### config.mk
export PLATFORM = sky130hd
export DESIGN_NAME = tio_top
export DESIGN_NICKNAME = d
export VERILOG_FILES = /design/src/hw/tio_pkg.sv /design/src/hw/tio_top.sv /design/src/hw/tio_clkblk.sv
export SDC_FILE = /design/constraint.sdc
export NUM_CORES = 2
export LEC_CHECK = 0
export BUFFER_PORTS_ARGS = -buffer_cell sky130_fd_sc_hd__buf_2
export CORE_UTILIZATION = 60
export CTS_CLUSTER_SIZE = 20
export DETAILED_ROUTE_END_ITERATION = 10
export PLACE_DENSITY = 0.76
export RECOVER_POWER = 100
export SYNTH_ARGS = -nofsm -noshare
export SYNTH_HDL_FRONTEND = slang
export SYNTH_HIERARCHICAL = 1
export SYNTH_SLANG_ARGS = --single-unit
### constraint.sdc
create_clock -name I_CORE_CLK -period 3.77 [get_ports I_CORE_CLK]
set_clock_uncertainty 0.1 [all_clocks]
set_input_delay 0.1885 -clock I_CORE_CLK [delete_from_list [all_inputs] [get_ports I_CORE_CLK]]
set_output_delay 0.1885 -clock I_CORE_CLK [all_outputs]
set_load 0.05 [all_outputs]
### src/hw/tio_pkg.sv
// shared types and constants for the timed i/o ports and clock blocks
package tio_pkg;

  // port set: widths 1, 4, 8, 16 and 32 pins, narrowest first
  localparam int NPORT = 5;
  localparam int NCB = 6;
  localparam int PORT_W [NPORT] = '{1, 4, 8, 16, 32};
  localparam logic [31:0] PORT_MASK [NPORT] = '{
    32'h0000_0001, 32'h0000_000F, 32'h0000_00FF,
    32'h0000_FFFF, 32'hFFFF_FFFF};
  localparam logic [5:0] PORT_SLICES [NPORT] = '{
    6'h20, 6'h08, 6'h04, 6'h02, 6'h01};

  // pins handed to the inter-device link when it is enabled
  localparam logic [31:0] LINK_MASK = 32'hFF00_0000;

  // reference clock rate of clock block 0
  localparam int REF_CLK_MHZ = 100;

  // port configuration word layout
  localparam int CFG_EN = 0;
  localparam int CFG_OUT = 1;
  localparam int CFG_OC = 2;
  localparam int CFG_STRB = 3;
  localparam int CFG_CB_LSB = 4;
  localparam int CFG_COND_LSB = 7;
  // clock block configuration word layout
  localparam int CBC_EXT = 0;
  localparam int CBC_DIV_LSB = 8;

  typedef enum logic [3:0] {
    OP_NONE, OP_CFG, OP_COND, OP_OUT, OP_IN,
    OP_SETTIME, OP_GETCNT, OP_GETTS, OP_CBCFG
  } op_t;

  typedef enum logic [1:0] {COND_NONE, COND_EQ, COND_NE} cond_t;

  typedef struct packed {
    logic valid;
    op_t op;
    logic [2:0] idx;
    logic [31:0] data;
  } cmd_t;

  typedef struct packed {
    logic valid;
    logic ok;
    logic [31:0] data;
  } resp_t;

  typedef struct packed {
    logic ext;
    logic [7:0] div;
  } cb_cfg_t;

  typedef struct packed {
    logic ext_q;
    logic [7:0] cnt;
    logic tick;
  } cb_st_t;

  typedef struct packed {
    logic en;
    logic dir_out;
    logic oc;
    logic strb_en;
    logic [2:0] cb_sel;
    cond_t cond;
    logic [31:0] cond_val;
    logic [31:0] xfer;
    logic [31:0] shift;
    logic xfer_full;
    logic timed;
    logic [5:0] left;
    logic [15:0] cnt;
    logic [15:0] time_val;
    logic [15:0] ts;
  } port_t;

  typedef struct packed {
    port_t [NPORT-1:0] port;
    cb_cfg_t [NCB-1:0] cb;
    logic [31:0] pin_out;
    logic [31:0] pin_oe;
    logic [NPORT-1:0] strb_out;
    resp_t resp;
  } top_st_t;

  // values after reset
  localparam port_t PORT_RST = '0;
  localparam cb_cfg_t CB_RST = '0;
  localparam cb_st_t CBST_RST = '0;

endpackage

### src/hw/tio_top.sv
// timed serialising i/o ports with their six clock blocks
//
// Functional notes
// - each port is wholly input or wholly output, one direction bit.
// - ports of width 1, 4, 8, 16 and 32 pins exist.
// - ports drive high/low or sample, optionally waiting for a pin condition.
// - every port instruction completes and answers in one cycle.
// - per-port open-collector: zero drives low, one releases the pin.
// - data passes through a shift register and a transfer register.
// - 16-bit counter readable anytime; transfers may wait for a set count.
// - each pin/transfer-register move captures the counter as timestamp.
// - enabled link takes its pins; ports release them.
// - narrower enabled port owns shared pins; wider keeps its other pins.
// - ports always transfer their full nominal width.
// - six clock blocks; block 0 is the 100 MHz reference.
// - a clock block may run from a 1-bit port, optionally divided.
// - input strobe gates sampling; output strobe accompanies output data.
// - after reset every port uses clock block 0.
`timescale 1ns/10ps
`default_nettype none
module tio_top
  import tio_pkg::*;
(
  // clock and reset
  input wire logic I_CORE_CLK,
  input wire logic I_RST,
  // port instructions from the cores
  input wire cmd_t I_CMD,
  output resp_t O_RESP,
  // pins
  input wire logic [31:0] I_PIN_IN,
  output logic [31:0] O_PIN_OUT,
  output logic [31:0] O_PIN_OE,
  // strobes, one per port
  input wire logic [NPORT-1:0] I_STROBE_IN,
  output logic [NPORT-1:0] O_STROBE_OUT,
  // link claims its pins
  input wire logic I_LINK_EN
);

  top_st_t s_q, s_d;
  logic [NCB-1:0] cbtick;
  logic [NPORT-1:0] ptick;
  cb_cfg_t [NCB-1:0] cb_eff;

  // block 0 is pinned to the undivided reference clock
  always_comb begin
    cb_eff = s_q.cb;
    cb_eff[0] = CB_RST;
  end

  // six clock blocks, the external source is the 1-bit port pin
  for (genvar g = 0; g < NCB; g++) begin : g_cb
    tio_clkblk u_cb (
      .i_clk(I_CORE_CLK),
      .i_rst(I_RST),
      .i_cfg(cb_eff[g]),
      .i_ext(I_PIN_IN[0]),
      .o_tick(cbtick[g])
    );
  end

  // instruction handling, port timing, serdes and pin ownership
  always_comb begin
    int w;
    int own;
    logic go;
    logic first;
    logic cond_ok;
    logic take;
    logic [31:0] pv;
    logic [31:0] sh;
    logic [31:0] val;
    port_t p;
    port_t n;
    w = 0;
    own = 0;
    go = 1'b0;
    first = 1'b0;
    cond_ok = 1'b0;
    take = 1'b0;
    pv = 32'h0000_0000;
    sh = 32'h0000_0000;
    val = 32'h0000_0000;
    p = PORT_RST;
    n = PORT_RST;
    s_d = s_q;
    ptick = '0;

    // answer on the next edge, whatever the instruction
    s_d.resp.valid = I_CMD.valid && I_CMD.op != OP_NONE;
    s_d.resp.ok = 1'b0;
    s_d.resp.data = 32'h0000_0000;

    // clock block configuration, block 0 cannot be reprogrammed
    if (I_CMD.valid && I_CMD.op == OP_CBCFG && I_CMD.idx != 3'h0
        && 32'(I_CMD.idx) < NCB) begin
      s_d.cb[I_CMD.idx].ext = I_CMD.data[CBC_EXT];
      s_d.cb[I_CMD.idx].div = I_CMD.data[CBC_DIV_LSB +: 8];
      s_d.resp.ok = 1'b1;
    end

    for (int i = 0; i < NPORT; i++) begin
      p = s_q.port[i];
      n = p;
      w = PORT_W[i];
      if (32'(p.cb_sel) < NCB) begin
        ptick[i] = cbtick[p.cb_sel];
      end

      // instructions first, so hardware events below win over clears
      if (I_CMD.valid && 32'(I_CMD.idx) == i) begin
        unique case (I_CMD.op)
          OP_NONE, OP_CBCFG: begin
          end
          OP_CFG: begin
            n.en = I_CMD.data[CFG_EN];
            n.dir_out = I_CMD.data[CFG_OUT];
            n.oc = I_CMD.data[CFG_OC];
            n.strb_en = I_CMD.data[CFG_STRB];
            n.cb_sel = I_CMD.data[CFG_CB_LSB +: 3];
            n.cond = cond_t'(I_CMD.data[CFG_COND_LSB +: 2]);
            n.left = 6'h00;
            n.xfer_full = 1'b0;
            n.timed = 1'b0;
            s_d.resp.ok = 1'b1;
          end
          OP_COND: begin
            n.cond_val = I_CMD.data & PORT_MASK[i];
            s_d.resp.ok = 1'b1;
          end
          OP_OUT: begin
            // refused while the previous word still waits
            if (p.dir_out && !p.xfer_full) begin
              n.xfer = I_CMD.data;
              n.xfer_full = 1'b1;
              s_d.resp.ok = 1'b1;
            end
          end
          OP_IN: begin
            s_d.resp.data = p.xfer;
            s_d.resp.ok = p.xfer_full;
            if (!p.dir_out) begin
              n.xfer_full = 1'b0;
            end
          end
          OP_SETTIME: begin
            n.time_val = I_CMD.data[15:0];
            n.timed = 1'b1;
            s_d.resp.ok = 1'b1;
          end
          OP_GETCNT: begin
            s_d.resp.data = {16'h0000, p.cnt};
            s_d.resp.ok = 1'b1;
          end
          OP_GETTS: begin
            s_d.resp.data = {16'h0000, p.ts};
            s_d.resp.ok = 1'b1;
          end
          default: begin
            s_d.resp.ok = 1'b0;
          end
        endcase
      end

      // one port clock edge: count, then move data
      if (p.en && ptick[i]) begin
        n.cnt = p.cnt + 16'h0001;
        go = !p.timed || p.cnt == p.time_val;
        if (p.dir_out) begin
          if (p.left > 6'h01) begin
            n.shift = p.shift >> w;
            n.left = p.left - 6'h01;
          end else if (n.xfer_full && go) begin
            n.shift = n.xfer;
            n.left = PORT_SLICES[i];
            n.xfer_full = 1'b0;
            n.ts = p.cnt;
            n.timed = 1'b0;
          end else begin
            n.left = 6'h00;
          end
        end else begin
          // every bit is sampled even where a narrower port owns the pin
          pv = I_PIN_IN & PORT_MASK[i];
          first = p.left == 6'h00;
          unique case (p.cond)
            COND_NONE: cond_ok = 1'b1;
            COND_EQ: cond_ok = pv == p.cond_val;
            COND_NE: cond_ok = pv != p.cond_val;
            default: cond_ok = 1'b0;
          endcase
          take = (!p.strb_en || I_STROBE_IN[i])
            && (!first || (go && cond_ok));
          if (take) begin
            sh = (p.shift >> w) | (pv << (32 - w));
            n.shift = sh;
            if (first) begin
              n.timed = 1'b0;
            end
            if (p.left == PORT_SLICES[i] - 6'h01) begin
              // a full word overwrites one never collected
              n.xfer = sh;
              n.xfer_full = 1'b1;
              n.ts = p.cnt;
              n.left = 6'h00;
            end else begin
              n.left = p.left + 6'h01;
            end
          end
        end
      end
      s_d.strb_out[i] = n.en && n.dir_out && n.left != 6'h00;
      s_d.port[i] = n;
    end

    // pin ownership: the narrowest enabled port covering a pin wins
    for (int b = 0; b < 32; b++) begin
      own = NPORT;
      for (int i = NPORT - 1; i >= 0; i--) begin
        if (s_d.port[i].en && b < PORT_W[i]) begin
          own = i;
        end
      end
      s_d.pin_out[b] = 1'b0;
      s_d.pin_oe[b] = 1'b0;
      if (I_LINK_EN && LINK_MASK[b]) begin
        s_d.pin_oe[b] = 1'b0;
      end else if (own < NPORT) begin
        if (s_d.port[own].dir_out) begin
          val = s_d.port[own].shift;
          s_d.pin_out[b] = val[b];
          s_d.pin_oe[b] = !(s_d.port[own].oc && val[b]);
        end
      end
    end
  end

  // all state in one register
  always_ff @(posedge I_CORE_CLK) begin
    if (I_RST) begin
      s_q.port <= {NPORT{PORT_RST}};
      s_q.cb <= {NCB{CB_RST}};
      s_q.pin_out <= 32'h0000_0000;
      s_q.pin_oe <= 32'h0000_0000;
      s_q.strb_out <= '0;
      s_q.resp <= '0;
    end else begin
      s_q <= s_d;
    end
  end

  assign O_RESP = s_q.resp;
  assign O_PIN_OUT = s_q.pin_out;
  assign O_PIN_OE = s_q.pin_oe;
  assign O_STROBE_OUT = s_q.strb_out;
endmodule
`default_nettype wire

### src/hw/tio_clkblk.sv
// one clock block: divided reference or divided 1-bit port clock
`timescale 1ns/10ps
`default_nettype none
module tio_clkblk
  import tio_pkg::*;
(
  // clock and reset
  input wire logic i_clk,
  input wire logic i_rst,
  // configuration and source
  input wire cb_cfg_t i_cfg,
  input wire logic i_ext,
  // one-cycle tick per block clock edge
  output logic o_tick
);

  cb_st_t s_q, s_d;
  logic rise;

  // edge of the port clock, rate divided by div+1
  always_comb begin
    s_d = s_q;
    rise = i_ext & ~s_q.ext_q;
    s_d.ext_q = i_ext;
    s_d.tick = 1'b0;
    if (!i_cfg.ext || rise) begin
      if (s_q.cnt >= i_cfg.div) begin
        s_d.cnt = 8'h00;
        s_d.tick = 1'b1;
      end else begin
        s_d.cnt = s_q.cnt + 8'h01;
      end
    end
  end

  always_ff @(posedge i_clk) begin
    if (i_rst) begin
      s_q <= CBST_RST;
    end else begin
      s_q <= s_d;
    end
  end

  assign o_tick = s_q.tick;
endmodule
`default_nettype wire

==> flow_metrics.env <==
export IMPL_async_flop_share_pct=0
export IMPL_p_comb_share_pct=4.3
export IMPL_htreeDepth=3
export IMPL_yosysSeqAreaShare_pct=40.4
export IMPL_timing_rr_start="s_q[769]$_SDFFE_PP0P_"
export IMPL_worst_slew_pin_slew_ns=1.79
export IMPL_cp_num_buf_inv=4
export IMPL_synth_area_leaders="dfxtp_1, nor2_1, mux2i_1"
export IMPL_power_switching_mw=4.73
export IMPL_synth_seq_cells=914
export IMPL_synth_area_per_cell_sq_um=8.43
export IMPL_drt_total_wl_um=161000
export IMPL_die_w_um=277
export IMPL_register_area_sq_mm=0.0183
export IMPL_final_common_cell="dfxtp_1"
export IMPL_crit_required_ns=4.23
export IMPL_max_freq_ghz=0.271
export IMPL_worstReg2RegEnd="O_PIN_OE[14]$_SDFF_PP0_"
export IMPL_arrival_ns=4.16
export IMPL_holdCritStartpoint="I_CMD[13]"
export IMPL_nets=5595
export IMPL_fin_crit_sh_pct=98.1
export IMPL_crit_family="buffers and inverters"
export IMPL_critPathLaunchType="input port"
export IMPL_grt_usage_pct=40.2
export IMPL_die_h_um=277
export IMPL_crit_type="in2reg"
export IMPL_total_power_mw=20.6
export IMPL_cts_buffer_depth=3
export IMPL_routedWlPerCell_um=24.7
export IMPL_whs_path_depth=3
export IMPL_drtAntennaViolNets=0
export IMPL_path_cells="dlygate4sd3_1 -> clkbuf_2 -> clkbuf_2 -> a211oi_1 -> dlygate4sd3_1"
export IMPL_start_util_pct=60.8
export IMPL_dieArea_sq_mm=0.0767
export IMPL_cts_clk_slew_worst_paths_ns=0.07
export IMPL_cts_tree="done"
export IMPL_timing_setup_tns_ns=0
export IMPL_max_stage_delay_ns=1.25
export IMPL_leakagePower_nw=18.8
export IMPL_violations="capacitance limit, slew limit"
export IMPL_cpMaxStageDelayCell="clkbuf_2"
export IMPL_synth_edf_count=0
export IMPL_multi_input_area_sq_mm=0.0241
export IMPL_yosys_area_top_type_share_pct=40.4
export IMPL_clock_sinks=914
export IMPL_ir_drop_mv=0.368
export IMPL_hold_end="s_q[934]$_SDFFE_PP0P_"
export IMPL_r2r_slack_ns=0.09
export IMPL_rsz0062_at_grt="no"
export IMPL_gp_congestion=1.00
export IMPL_synth_area_sq_mm=0.0453
export IMPL_ys_types=109
export IMPL_vias_per_cell=6.59
export IMPL_grt_pass1_vias=38700
export IMPL_min_path_type="in2reg"
export IMPL_clockPowerShare_pct=48.6
export IMPL_core_area_sq_mm=0.0746
export IMPL_p_int_mw=15.8
export IMPL_max_cap_violations=2
export IMPL_drive_gt1_share_pct=10.4
export IMPL_dr_pass1_iters=9
export IMPL_rows=100
export IMPL_grt_pass1_wl_um=238000
export IMPL_p_per_area_mw_per_mm2=409
export IMPL_hold_slack_ns=0.0402
export IMPL_gr_total_overflow=0
export IMPL_grt_max_degree=117
export IMPL_dp_cells=6230
export IMPL_numCtsBuffers=94
export IMPL_ioPinCount=183
export IMPL_insertion_delay_ns=0.68
export IMPL_maxSlewViolCount=96
export IMPL_antenna_found_initial=17
export IMPL_mostFrequentLayoutCells="dfxtp_1, nor2_1, nand2_1"
export IMPL_fill_cells=6128
export IMPL_via_count=42800
export IMPL_io_buffers=182
export IMPL_finalSetupViolations=0
export IMPL_seqPwrFrac_pct=47.1
export IMPL_clockRootBuffer="clkbuf_16"
export IMPL_status="finished, violations left"
export IMPL_finalCoreUtilization_pct=67.5
export IMPL_stdcell_count=6492
export IMPL_drt_iter0_drc=6341
export IMPL_yosys_warnings=6
export IMPL_synth_area_leader_cell="dfxtp_1"
export IMPL_hpwl_um=113000
export IMPL_period_minus_slack_ns=3.70
export IMPL_drc_errors=0
export IMPL_switching_share_pct=23.0
export IMPL_synthFlopType="dfxtp_1"
export IMPL_synthToLayoutAreaGrowth_pct=11.0
export IMPL_cp_max_fo=63
export IMPL_syn_inst=5379
export IMPL_hold_viol_final=0
export IMPL_r2r_cells=8
export IMPL_relSlewSlack_pct=-19.0
export IMPL_crit_path_end_kind="flip-flop"
[layout make-up]
cell class | count | area share (%)
diodes | 6 | 0.0298
clock buffers | 137 | 5.60
clock inverters | 35 | 0.974
inverters | 104 | 0.776
multi-input cells | 3863 | 47.8
flip-flops and latches | 914 | 36.4
well taps | 969 | 2.41
repair buffers | 464 | 6.04
[repair_timing]
action | CTS | global route
hold endpoints to repair | 225 | 0
hold buffers | 84 | 0
setup endpoints to repair | 2 | 0
gates resized for setup | 1 | 0
buffers inserted | 0 | 0
[stage by stage]
step           setup slack (ns)  area [sq um]
5_1_grt                 0.00799         50300
2_1_floorplan             0.914         45400
4_1_cts                   0.244         50900
6_report                 0.0735         50300
3_5_place_dp            -0.0110         46700
3_3_place_gp            -0.0433         46700
[sequential cells by signal (all words and copies together) (netlist names)]
signal	flops
O_RESP	34
O_STROBE_OUT	5
g_cb.u_cb/s_q	54
O_PIN_OE	32
s_q	706
cb_eff	45
O_PIN_OUT	32
g_cb.u_cb/o_tick	6
[routing by layer]
layer	up-vias	wire length, um	GRT usage, %
met2	2825	66600	58.4
met4	18	10500	23.2
li1	19100	-	-
met5	-	117	0
met3	662	20400	9.61
met1	20200	62800	54.4
[worst register-to-register path: cells and delay by family, from the launching register on]
family	cells	cell delay, ns
xor gates and xnor gates	1	0.16
DFF	1	0.32
and+or+nand+nor	2	1.18
AOI/OAI and AO/OA	5	1.87
[cells in the mapped netlist (9+ instances only)]
cell type / instances
a211oi_1: 159
a21oi_1: 426
a221oi_1: 45
a222oi_1: 48
a22o_1: 63
a22oi_1: 82
a31oi_1: 25
and2_1: 34
and3_1: 47
buf_1: 18
buf_2: 53
buf_4: 109
clkbuf_1: 313
dfxtp_1: 914
ha_1: 74
inv_1: 102
mux2_2: 48
mux2i_1: 282
nand2_1: 626
nand2b_1: 11
nand3_1: 152
nand3b_1: 11
nand4_1: 56
nand4b_1: 14
nor2_1: 775
nor2b_1: 28
nor3_1: 117
nor3b_1: 10
nor4_1: 16
o211ai_1: 15
o21a_1: 42
o21ai_0: 98
o21ai_1: 11
o221a_2: 14
o221ai_1: 19
o22ai_1: 33
o2bb2ai_1: 10
o311ai_2: 18
o31ai_1: 9
or2_2: 11
or3_1: 23
xnor2_1: 127
xor2_1: 78
[how the worst max path moves through the flow]
stage | from | to | slack [ns] | cells after the start
after floorplan | s_q[838]$_SDFFE_PP0P_ | s_q[807]$_SDFFE_PP0P_ | 0.91 | 11
after global placement | s_q[769]$_SDFFE_PP0P_ | O_PIN_OE[4]$_SDFF_PP0_ | -0.04 | 9
after detailed placement | s_q[769]$_SDFFE_PP0P_ | O_PIN_OE[4]$_SDFF_PP0_ | -0.01 | 9
after CTS | s_q[943]$_SDFFE_PP0P_ | O_PIN_OE[9]$_SDFF_PP0_ | 0.24 | 10
after global routing | s_q[514]$_SDFFE_PP0P_ | s_q[479]$_SDFFE_PP0P_ | 0.008 | 10
final | I_RST | s_q[915]$_SDFF_PP0_ | 0.07 | 5
[power groups by stage]
stage	Sequential, mW	Combinational, mW	Clock (mW)
after detailed placement	9.91	0.794	0
final	9.69	0.880	9.99
after floorplan	9.90	0.415	0
after global routing	9.69	0.883	10.4
after CTS	9.69	0.846	9.99
after global placement	9.91	0.793	0
[cell families (layout without fill, tap and decap cells)]
logic type | count (synthesis) | in the layout | share of synthesized area, %
xor+xnor | 210 | 210 | 4.14
flops | 914 | 914 | 40.4
mux | 335 | 335 | 7.67
other cells | 1 | 15 | 0.00827
simple gates | 1981 | 1981 | 19.4
buf+inv | 610 | 740 | 6.20
compound gates | 1254 | 1254 | 20.2
fa+ha+maj | 74 | 74 | 2.04
No activity file was read; power rests on OpenSTA's default activity.
